[config.mk]
export PLATFORM = sky130hd
export DESIGN_NAME = rpd_top
export DESIGN_NICKNAME = d
export VERILOG_FILES = /design/src/rtl/rpd_pkg.sv /design/src/rtl/rpd_trim_timer.sv /design/src/rtl/rpd_top.sv
export SDC_FILE = /design/constraint.sdc
export NUM_CORES = 1
export LEC_CHECK = 0
export BUFFER_PORTS_ARGS = -buffer_cell sky130_fd_sc_hd__buf_2
export CAP_MARGIN = 20
export CORE_AREA = 8 8 110 112
export CTS_CLUSTER_SIZE = 8
export DETAILED_ROUTE_END_ITERATION = 8
export DIE_AREA = 0 0 118 120
export GPL_TIMING_DRIVEN = 0
export PLACE_DENSITY = 0.79
export SKIP_LAST_GASP = 1
export SLEW_MARGIN = 20
export SYNTH_ARGS = -nofsm -noshare
export SYNTH_HDL_FRONTEND = slang
export SYNTH_SLANG_ARGS = --single-unit
[constraint.sdc]
create_clock -name clk_sys -period 2.5 [get_ports clk_sys]
set_clock_uncertainty 0.1 [all_clocks]
set_input_delay 0.125 -clock clk_sys [delete_from_list [all_inputs] [get_ports clk_sys]]
set_output_delay 0.125 -clock clk_sys [all_outputs]
set_load 0.01 [all_outputs]
[src/rtl/rpd_pkg.sv]
package rpd_pkg;

  ////////////////////////////////////////////////////////////////////////////
  // register indices (byte address = index * 4)
  localparam logic [5:0]  IDX_CTRL        = 6'h00;
  localparam logic [5:0]  IDX_ALARM       = 6'h01;
  localparam logic [5:0]  IDX_STATUS      = 6'h02;
  localparam logic [5:0]  IDX_IRQ_CLR     = 6'h03;
  localparam logic [5:0]  IDX_IRQ_EN      = 6'h04;
  localparam logic [5:0]  IDX_TRIM        = 6'h12;

  ////////////////////////////////////////////////////////////////////////////
  // control register field positions
  localparam int          CTRL_W          = 13;
  localparam int          B_FREEZE        = 0;
  localparam int          B_OSC_FAIL      = 1;
  localparam int          B_CD_ENABLE     = 2;
  localparam int          B_CD_PULSE      = 3;
  localparam int          B_CD_IRQ_EN     = 4;
  localparam int          B_CD_SEL_LO     = 5;
  localparam int          B_CD_SEL_HI     = 6;
  localparam int          B_RATE0         = 7;
  localparam int          B_RATE_UP_LSB   = 8;
  localparam int          B_TRIM_SEL      = 11;
  localparam int          B_AL2_ENABLE    = 12;

  // alarm register: first repeat bits 4:0, second repeat bits 12:8
  localparam int          ALARM_W         = 13;
  localparam int          TRIM_W          = 8;

  ////////////////////////////////////////////////////////////////////////////
  // first power-up values
  localparam logic [12:0] CTRL_RST        = 13'h00E3;
  localparam logic [12:0] ALARM_RST       = 13'h0000;
  localparam logic [7:0]  TRIM_RST        = 8'h00;

  ////////////////////////////////////////////////////////////////////////////
  // status bits: interrupts in bits 1:0, trim busy in bit 8
  localparam int          IRQ_W           = 2;
  localparam int          ST_POWERUP      = 0;
  localparam int          ST_TRIM_LOADED  = 1;
  localparam int          ST_TRIM_BUSY    = 8;
  localparam logic [1:0]  IRQ_RST         = 2'h0;

  ////////////////////////////////////////////////////////////////////////////
  // timing
  localparam int          CLK_KHZ         = 20000;
  localparam int          TRIM_LOAD_US    = 8000;
  localparam int          TRIM_LOAD_CYC   = (TRIM_LOAD_US * CLK_KHZ + 999) / 1000;
  localparam int          TRIM_CNT_W      = 18;

  ////////////////////////////////////////////////////////////////////////////
  // bus answers
  localparam logic [1:0]  RESP_OKAY       = 2'h0;
  localparam logic [1:0]  RESP_SLVERR     = 2'h2;

  typedef enum logic [0:0] {
    RPD_PU_LOAD = 1'b0,
    RPD_PU_RUN  = 1'b1
  } rpd_pu_state_t;

endpackage

[src/rtl/rpd_trim_timer.sv]
`timescale 1ns/1ps
module rpd_trim_timer #(
  parameter logic [17:0] LOAD_CYCLES = 18'(rpd_pkg::TRIM_LOAD_CYC)
) (
  input  wire logic clk_sys,
  input  wire logic reset_n,
  input  wire logic start,
  input  wire logic abort,
  output logic      busy,
  output logic      done
);

  logic [17:0] cnt;

  // done pulses LOAD_CYCLES edges after the start edge
  always_ff @(posedge clk_sys or negedge reset_n) begin
    if (!reset_n) begin
      busy <= 1'b0;
      done <= 1'b0;
      cnt  <= 18'h00000;
    end else begin
      done <= 1'b0;
      if (start) begin
        busy <= 1'b1;
        cnt  <= 18'h00000;
      end else if (abort) begin
        busy <= 1'b0;
      end else if (busy) begin
        if (cnt == LOAD_CYCLES - 18'h00001) begin
          busy <= 1'b0;
          done <= 1'b1;
        end else begin
          cnt <= cnt + 18'h00001;
        end
      end
    end
  end

endmodule

[src/rtl/rpd_top.sv]
`timescale 1ns/1ps
// Functional notes
// - first power-up loads fixed defaults: freeze, osc fail, clock selects, rate0 set.
// - retained power-up forces freeze to 1, countdown enable to 0, keeps rest.
// - unlisted control bits have no promised power-up value; software must write them.
// - writing trim select to 1 loads factory trim and makes trim read-only.
// - with trim select 0 the trim register is plain read/write storage.
// - factory trim load takes about 8 ms; host waits before trusting it.
module rpd_top #(
  parameter int LOAD_CYCLES = rpd_pkg::TRIM_LOAD_CYC
) (
  input  wire logic        clk_sys,
  input  wire logic        reset_n,
  input  wire logic        retention_valid,
  input  wire logic [12:0] retained_ctrl,
  input  wire logic [12:0] retained_alarm,
  input  wire logic [7:0]  retained_trim,
  input  wire logic [7:0]  factory_trim_value,
  input  wire logic [7:0]  s_axi_awaddr,
  input  wire logic        s_axi_awvalid,
  output logic             s_axi_awready,
  input  wire logic [31:0] s_axi_wdata,
  input  wire logic [3:0]  s_axi_wstrb,
  input  wire logic        s_axi_wvalid,
  output logic             s_axi_wready,
  output logic [1:0]       s_axi_bresp,
  output logic             s_axi_bvalid,
  input  wire logic        s_axi_bready,
  input  wire logic [7:0]  s_axi_araddr,
  input  wire logic        s_axi_arvalid,
  output logic             s_axi_arready,
  output logic [31:0]      s_axi_rdata,
  output logic [1:0]       s_axi_rresp,
  output logic             s_axi_rvalid,
  input  wire logic        s_axi_rready,
  output logic [12:0]      ctrl_word,
  output logic [12:0]      alarm_word,
  output logic [7:0]       trim_value,
  output logic             irq
);

  rpd_pkg::rpd_pu_state_t pu_state;
  logic                   aw_held;
  logic [5:0]             aw_idx;
  logic                   w_held;
  logic [31:0]            w_data;
  logic [3:0]             w_strb;
  logic                   do_write;
  logic                   wr_ctrl;
  logic                   wr_alarm;
  logic                   wr_trim;
  logic                   wr_clr;
  logic                   wr_en;
  logic                   wr_known;
  logic [12:0]            next_ctrl;
  logic [12:0]            next_alarm;
  logic [7:0]             next_trim;
  logic                   trim_start;
  logic                   trim_abort;
  logic                   trim_busy;
  logic                   trim_done;
  logic [1:0]             irq_status;
  logic [1:0]             irq_enable;
  logic [1:0]             irq_events;
  logic [5:0]             ar_idx;
  logic [31:0]            next_rdata;
  logic [1:0]             next_rresp;

  function automatic logic [12:0] merge13(input logic [12:0] old, input logic [31:0] d, input logic [3:0] s);
    merge13 = {(s[1] ? d[12:8] : old[12:8]), (s[0] ? d[7:0] : old[7:0])};
  endfunction

  ////////////////////////////////////////////////////////////////////////////
  // power-up sequencing: one load cycle after reset release, then run
  always_ff @(posedge clk_sys or negedge reset_n) begin
    if (!reset_n) begin
      pu_state <= rpd_pkg::RPD_PU_LOAD;
    end else begin
      case (pu_state)
        rpd_pkg::RPD_PU_LOAD: pu_state <= rpd_pkg::RPD_PU_RUN;
        rpd_pkg::RPD_PU_RUN:  pu_state <= rpd_pkg::RPD_PU_RUN;
        default:              pu_state <= rpd_pkg::RPD_PU_LOAD;
      endcase
    end
  end

  ////////////////////////////////////////////////////////////////////////////
  // write path: address and data taken in either order, answered after both
  assign do_write   = aw_held && w_held && !s_axi_bvalid;
  assign wr_ctrl    = do_write && (aw_idx == rpd_pkg::IDX_CTRL);
  assign wr_alarm   = do_write && (aw_idx == rpd_pkg::IDX_ALARM);
  assign wr_trim    = do_write && (aw_idx == rpd_pkg::IDX_TRIM);
  assign wr_clr     = do_write && (aw_idx == rpd_pkg::IDX_IRQ_CLR);
  assign wr_en      = do_write && (aw_idx == rpd_pkg::IDX_IRQ_EN);
  assign wr_known   = wr_ctrl || wr_alarm || wr_trim || wr_clr || wr_en ||
                      (do_write && (aw_idx == rpd_pkg::IDX_STATUS));
  assign next_ctrl  = merge13(ctrl_word, w_data, w_strb);
  assign next_alarm = merge13(alarm_word, w_data, w_strb);
  assign next_trim  = w_strb[0] ? w_data[7:0] : trim_value;

  always_ff @(posedge clk_sys or negedge reset_n) begin
    if (!reset_n) begin
      s_axi_awready <= 1'b0;
      s_axi_wready  <= 1'b0;
      s_axi_bvalid  <= 1'b0;
      s_axi_bresp   <= rpd_pkg::RESP_OKAY;
      aw_held       <= 1'b0;
      aw_idx        <= 6'h00;
      w_held        <= 1'b0;
      w_data        <= 32'h00000000;
      w_strb        <= 4'h0;
    end else begin
      if (pu_state == rpd_pkg::RPD_PU_LOAD) begin
        s_axi_awready <= 1'b1;
        s_axi_wready  <= 1'b1;
      end
      if (s_axi_awvalid && s_axi_awready) begin
        aw_held       <= 1'b1;
        aw_idx        <= s_axi_awaddr[7:2];
        s_axi_awready <= 1'b0;
      end
      if (s_axi_wvalid && s_axi_wready) begin
        w_held       <= 1'b1;
        w_data       <= s_axi_wdata;
        w_strb       <= s_axi_wstrb;
        s_axi_wready <= 1'b0;
      end
      if (do_write) begin
        aw_held      <= 1'b0;
        w_held       <= 1'b0;
        s_axi_bvalid <= 1'b1;
        s_axi_bresp  <= wr_known ? rpd_pkg::RESP_OKAY : rpd_pkg::RESP_SLVERR;
      end
      if (s_axi_bvalid && s_axi_bready) begin
        s_axi_bvalid  <= 1'b0;
        s_axi_awready <= 1'b1;
        s_axi_wready  <= 1'b1;
      end
    end
  end

  ////////////////////////////////////////////////////////////////////////////
  // control bits; a fresh 0->1 write of trim select starts the factory load
  assign trim_start = wr_ctrl && next_ctrl[rpd_pkg::B_TRIM_SEL] && !ctrl_word[rpd_pkg::B_TRIM_SEL];
  assign trim_abort = wr_ctrl && !next_ctrl[rpd_pkg::B_TRIM_SEL];

  // unlisted bits are not promised by the power-up sequence; zero is one legal value
  always_ff @(posedge clk_sys or negedge reset_n) begin
    if (!reset_n) begin
      ctrl_word <= rpd_pkg::CTRL_RST;
    end else if (pu_state == rpd_pkg::RPD_PU_LOAD) begin
      if (retention_valid) begin
        ctrl_word                         <= retained_ctrl;
        ctrl_word[rpd_pkg::B_FREEZE]      <= 1'b1;
        ctrl_word[rpd_pkg::B_CD_ENABLE]   <= 1'b0;
      end else begin
        ctrl_word <= rpd_pkg::CTRL_RST;
      end
    end else if (wr_ctrl) begin
      ctrl_word <= next_ctrl;
    end
  end

  always_ff @(posedge clk_sys or negedge reset_n) begin
    if (!reset_n) begin
      alarm_word <= rpd_pkg::ALARM_RST;
    end else if (pu_state == rpd_pkg::RPD_PU_LOAD) begin
      alarm_word <= retention_valid ? retained_alarm : rpd_pkg::ALARM_RST;
    end else if (wr_alarm) begin
      alarm_word <= next_alarm;
    end
  end

  ////////////////////////////////////////////////////////////////////////////
  // factory trim transfer; the stored value needs a long read before it lands
  rpd_trim_timer #(
    .LOAD_CYCLES (18'(LOAD_CYCLES))
  ) u_trim_timer (
    .clk_sys (clk_sys),
    .reset_n (reset_n),
    .start   (trim_start),
    .abort   (trim_abort),
    .busy    (trim_busy),
    .done    (trim_done)
  );

  always_ff @(posedge clk_sys or negedge reset_n) begin
    if (!reset_n) begin
      trim_value <= rpd_pkg::TRIM_RST;
    end else if (pu_state == rpd_pkg::RPD_PU_LOAD) begin
      trim_value <= retention_valid ? retained_trim : rpd_pkg::TRIM_RST;
    end else if (trim_done && ctrl_word[rpd_pkg::B_TRIM_SEL]) begin
      trim_value <= factory_trim_value;
    end else if (wr_trim && !ctrl_word[rpd_pkg::B_TRIM_SEL]) begin
      // writes while trim select is set are dropped, answered OKAY
      trim_value <= next_trim;
    end
  end

  ////////////////////////////////////////////////////////////////////////////
  // interrupts: a new event beats a clear in the same cycle
  assign irq_events = {trim_done && ctrl_word[rpd_pkg::B_TRIM_SEL], pu_state == rpd_pkg::RPD_PU_LOAD};

  always_ff @(posedge clk_sys or negedge reset_n) begin
    if (!reset_n) begin
      irq_status <= rpd_pkg::IRQ_RST;
    end else begin
      irq_status <= (irq_status & ~(wr_clr ? w_data[1:0] & {2{w_strb[0]}} : 2'h0)) | irq_events;
    end
  end

  always_ff @(posedge clk_sys or negedge reset_n) begin
    if (!reset_n) begin
      irq_enable <= rpd_pkg::IRQ_RST;
    end else if (wr_en && w_strb[0]) begin
      irq_enable <= w_data[1:0];
    end
  end

  always_ff @(posedge clk_sys or negedge reset_n) begin
    if (!reset_n) begin
      irq <= 1'b0;
    end else begin
      irq <= |(irq_status & irq_enable);
    end
  end

  ////////////////////////////////////////////////////////////////////////////
  // read path: data one cycle after the address is taken
  assign ar_idx = s_axi_araddr[7:2];

  always_comb begin
    next_rdata = 32'h00000000;
    next_rresp = rpd_pkg::RESP_OKAY;
    case (ar_idx)
      rpd_pkg::IDX_CTRL:    next_rdata[12:0] = ctrl_word;
      rpd_pkg::IDX_ALARM:   next_rdata[12:0] = alarm_word;
      rpd_pkg::IDX_STATUS: begin
        next_rdata[1:0]                  = irq_status;
        next_rdata[rpd_pkg::ST_TRIM_BUSY] = trim_busy;
      end
      rpd_pkg::IDX_IRQ_CLR: next_rdata = 32'h00000000;
      rpd_pkg::IDX_IRQ_EN:  next_rdata[1:0] = irq_enable;
      rpd_pkg::IDX_TRIM:    next_rdata[7:0] = trim_value;
      default:              next_rresp = rpd_pkg::RESP_SLVERR;
    endcase
  end

  always_ff @(posedge clk_sys or negedge reset_n) begin
    if (!reset_n) begin
      s_axi_arready <= 1'b0;
      s_axi_rvalid  <= 1'b0;
      s_axi_rdata   <= 32'h00000000;
      s_axi_rresp   <= rpd_pkg::RESP_OKAY;
    end else begin
      if (pu_state == rpd_pkg::RPD_PU_LOAD) begin
        s_axi_arready <= 1'b1;
      end
      if (s_axi_arvalid && s_axi_arready) begin
        s_axi_arready <= 1'b0;
        s_axi_rvalid  <= 1'b1;
        s_axi_rdata   <= next_rdata;
        s_axi_rresp   <= next_rresp;
      end
      if (s_axi_rvalid && s_axi_rready) begin
        s_axi_rvalid  <= 1'b0;
        s_axi_arready <= 1'b1;
      end
    end
  end

endmodule

==> results.tsv <==
metric	value	unit
Synth Cell Area	5100	µm²
area of the multi-input gates	2280	µm²
row cnt	38	
root buffer cell	clkbuf_8	
critical path fanouts, max	10	
worst hold path class	in -> reg	
yosys warns	0	
Hold EP	trim_value[3]	
Routed WL	15.9	mm
first-pass GRT wire length	25.8	mm
Worst-path clk slew	100	ps
Max clock buf depth	2	
Achievable Freq	0.438	GHz
via count	4636	
top-area cell type share of the netlist area	48.1	%
power per cell area	728	nW/µm²
max-slew violations	0	
fillers	808	
port buffer count	127	
WS Path Type	reg -> reg	
Core Box Area	10500	µm²
Post-CTS Hold Buffers	57	
grt ovf	0	
Reg power frac	48.1	%
setup_tns	0	ps
largest net degree at the start of global routing	71	
Die Height	120	µm
hold path cells	4	
Setup violations, final	0	
post-synthesis sequential area ratio	50.7	%
switching pwr	0.00169	W
Lkg Pwr	3.30	nW
RD Place Congestion	0.863	
Critical Path RT	2720	ps
Register-to-Register Path Depth	7	
Async S/R FF share, synth	100	%
number of flops mapped to enable cells by yosys	0	
reg2reg end	trim_value[7]	
Comb power frac	28.0	%
period utilization	91.3	%
CP startpoint kind	flip-flop	
peak supply drop	304	µV
Die W	118	µm
Initial DRC Count	405	
Cell Int Power	0.00327	W
Yosys top cell by area	dfrtp_1	
Layout area overhead	33.7	%
Hold Violations, Final	0	
CTS buffer count	9	
# DRC	0	
dpl hpwl	11.4	mm
Final Power	0.00496	W
Initial Util	48.5	%
# diodes	0	
minimum clock period	2280	ps
crit path capture type	flip-flop	
Reg2Reg Setup Slack	220	ps
Post-CTS Setup Inserts	0	
vias in the first global route	4854	
drt first pass iters	5	
Switching Fraction	34.1	%
initial antenna violation count	0	
CTS tree	yes	
clock share of power	23.9	%
# IOs	178	
crit path DAT	2500	ps
antenna viol nets, final	0	
total track usage	22.6	%
share of layout cells above drive strength 1	31.7	%
synth unique cells	54	
H-tree Lvls	3	
Synth Instances	488	
Worst Tran Pin Value	802	ps
Area contributors post-synth	dfrtp_1 48%, mux2_2 7.3%, mux2i_1 5.1%	
register area	2580	µm²
RSZ-0062 raised after global routing	no	
syn_area_per_cell	10.4	µm²
Final #Nets	807	
FF+latch count, synth	103	
die footprint	14200	µm²
Most used DFF post-synth	dfrtp_1	
Clock Sink Count	103	
CTS resizes	0	
outcome	complete, no violations	
wire per inst	18.7	µm
r2r startpoint	pu_state	
clock latency on the worst-skew pair	380	ps
vias per inst	5.46	
max-cap viol count	0	
min-delay src	retained_trim[3]	
Relative slew margins	46.6	%
## cells by family after synthesis
| group | share of synthesized area (%) |
|---|---|
| xor+xnor | 2.23 |
| flops | 50.7 |
| compound gates | 14.2 |
| simple gates | 13.9 |
| fa+ha+maj | 0.245 |
| mux | 12.6 |
| other cells | 0.147 |
| buf+inv | 5.99 |
## layer usage
metal	GRT usage [%]	wire, µm	vias to the layer above
met5	0	0	-
met4	10.3	436	0
met3	6.81	1320	36
met2	38.3	7870	235
met1	26.0	6250	2242
li1	-	-	2123
## state kept, by name (all words and copies together) (netlist names), 6 cells and up
name	flops
ctrl_word	13
s_axi_rdata	13
aw_idx	6
trim_value	8
u_trim_timer.cnt	18
w_data	13
alarm_word	13
## power by group through the flow
stage	combinational, W	sequential, W	clock [W]
2_1_floorplan	0.000771	0.00239	0
3_3_place_gp	0.00127	0.00239	0
4_1_cts	0.00139	0.00238	0.00120
5_1_grt	0.00153	0.00244	0.00127
3_5_place_dp	0.00131	0.00241	0
6_report	0.00139	0.00239	0.00119
## synth_stat cells (4+ instances only)
cell	number
buf_2	4
a22oi_1	13
nor3_1	7
nand2_1	59
nand4_1	9
mux2i_1	26
o31ai_1	6
dfrtp_1	98
xor2_1	13
a32o_1	4
clkbuf_1	13
a21oi_1	24
and3_1	4
nor2_1	42
o22ai_1	5
dfstp_2	5
buf_4	23
mux2_2	33
o21ai_0	33
nand3_1	8
inv_1	7
## layout make-up
type                    count  share of cell area, %
flip-flops and latches    103                   37.9
plain buffers              44                   4.09
clock inverters             7                   1.52
clock buffers               9                   1.82
inverters                   7                  0.386
repair buffers            185                   18.2
well taps                 140                   2.57
multi-input cells         354                   33.5
## stage by stage
stage / utilization (%) / hold WS (ps) / cells / setup WS [ps] / area (µm²)
after floorplan: - / -271 / 508 / 633 / 5170
after global placement: 56.9 / 224 / 775 / 185 / 5980
after detailed placement: 57.3 / -65.4 / 776 / 367 / 6020
after CTS: 64.9 / 8.17 / 849 / 331 / 6820
after global routing: 64.9 / 1.71 / 849 / 123 / 6820
final: 64.9 / 16.5 / 849 / 218 / 6820
## placed cells by master, fill, tap and decap left out, types with 7 or more instances in the layout
cell type / netlist / layout
a21oi_1: 24 / 24
a22oi_1: 13 / 13
buf_2: 4 / 130
buf_4: 23 / 23
clkbuf_1: 13 / 13
clkbuf_8: 0 / 9
conb_1: 2 / 22
dfrtp_1: 98 / 98
dlygate4sd3_1: 0 / 57
inv_1: 7 / 7
mux2_2: 33 / 33
mux2i_1: 26 / 26
nand2_1: 59 / 59
nand3_1: 8 / 8
nand4_1: 9 / 9
nor2_1: 42 / 42
nor3_1: 7 / 7
o21ai_0: 33 / 33
xor2_1: 13 / 13
## how the worst max path moves through the flow
stage	to	from	slack, ps	depth (start not counted)
CTS	trim_value[3]	pu_state	330	7
detailed placement	alarm_word[6]	pu_state	370	5
finish	trim_value[7]	pu_state	220	7
global placement	u_trim_timer.cnt[16]	reset_n	180	1
global route	trim_value[7]	pu_state	120	7
floorplan	ctrl_word[12]	s_axi_bvalid	630	6
## worst max-delay path: stages, from the launching register on
cell and delay, ps:
dfrtp_1 370, buf_2 190, nor2b_1 120, clkbuf_1 420
clkbuf_1 610, nand2_1 140, o21ai_0 100, mux2_2 170
Note: power is estimated with default switching activity, not from simulation.
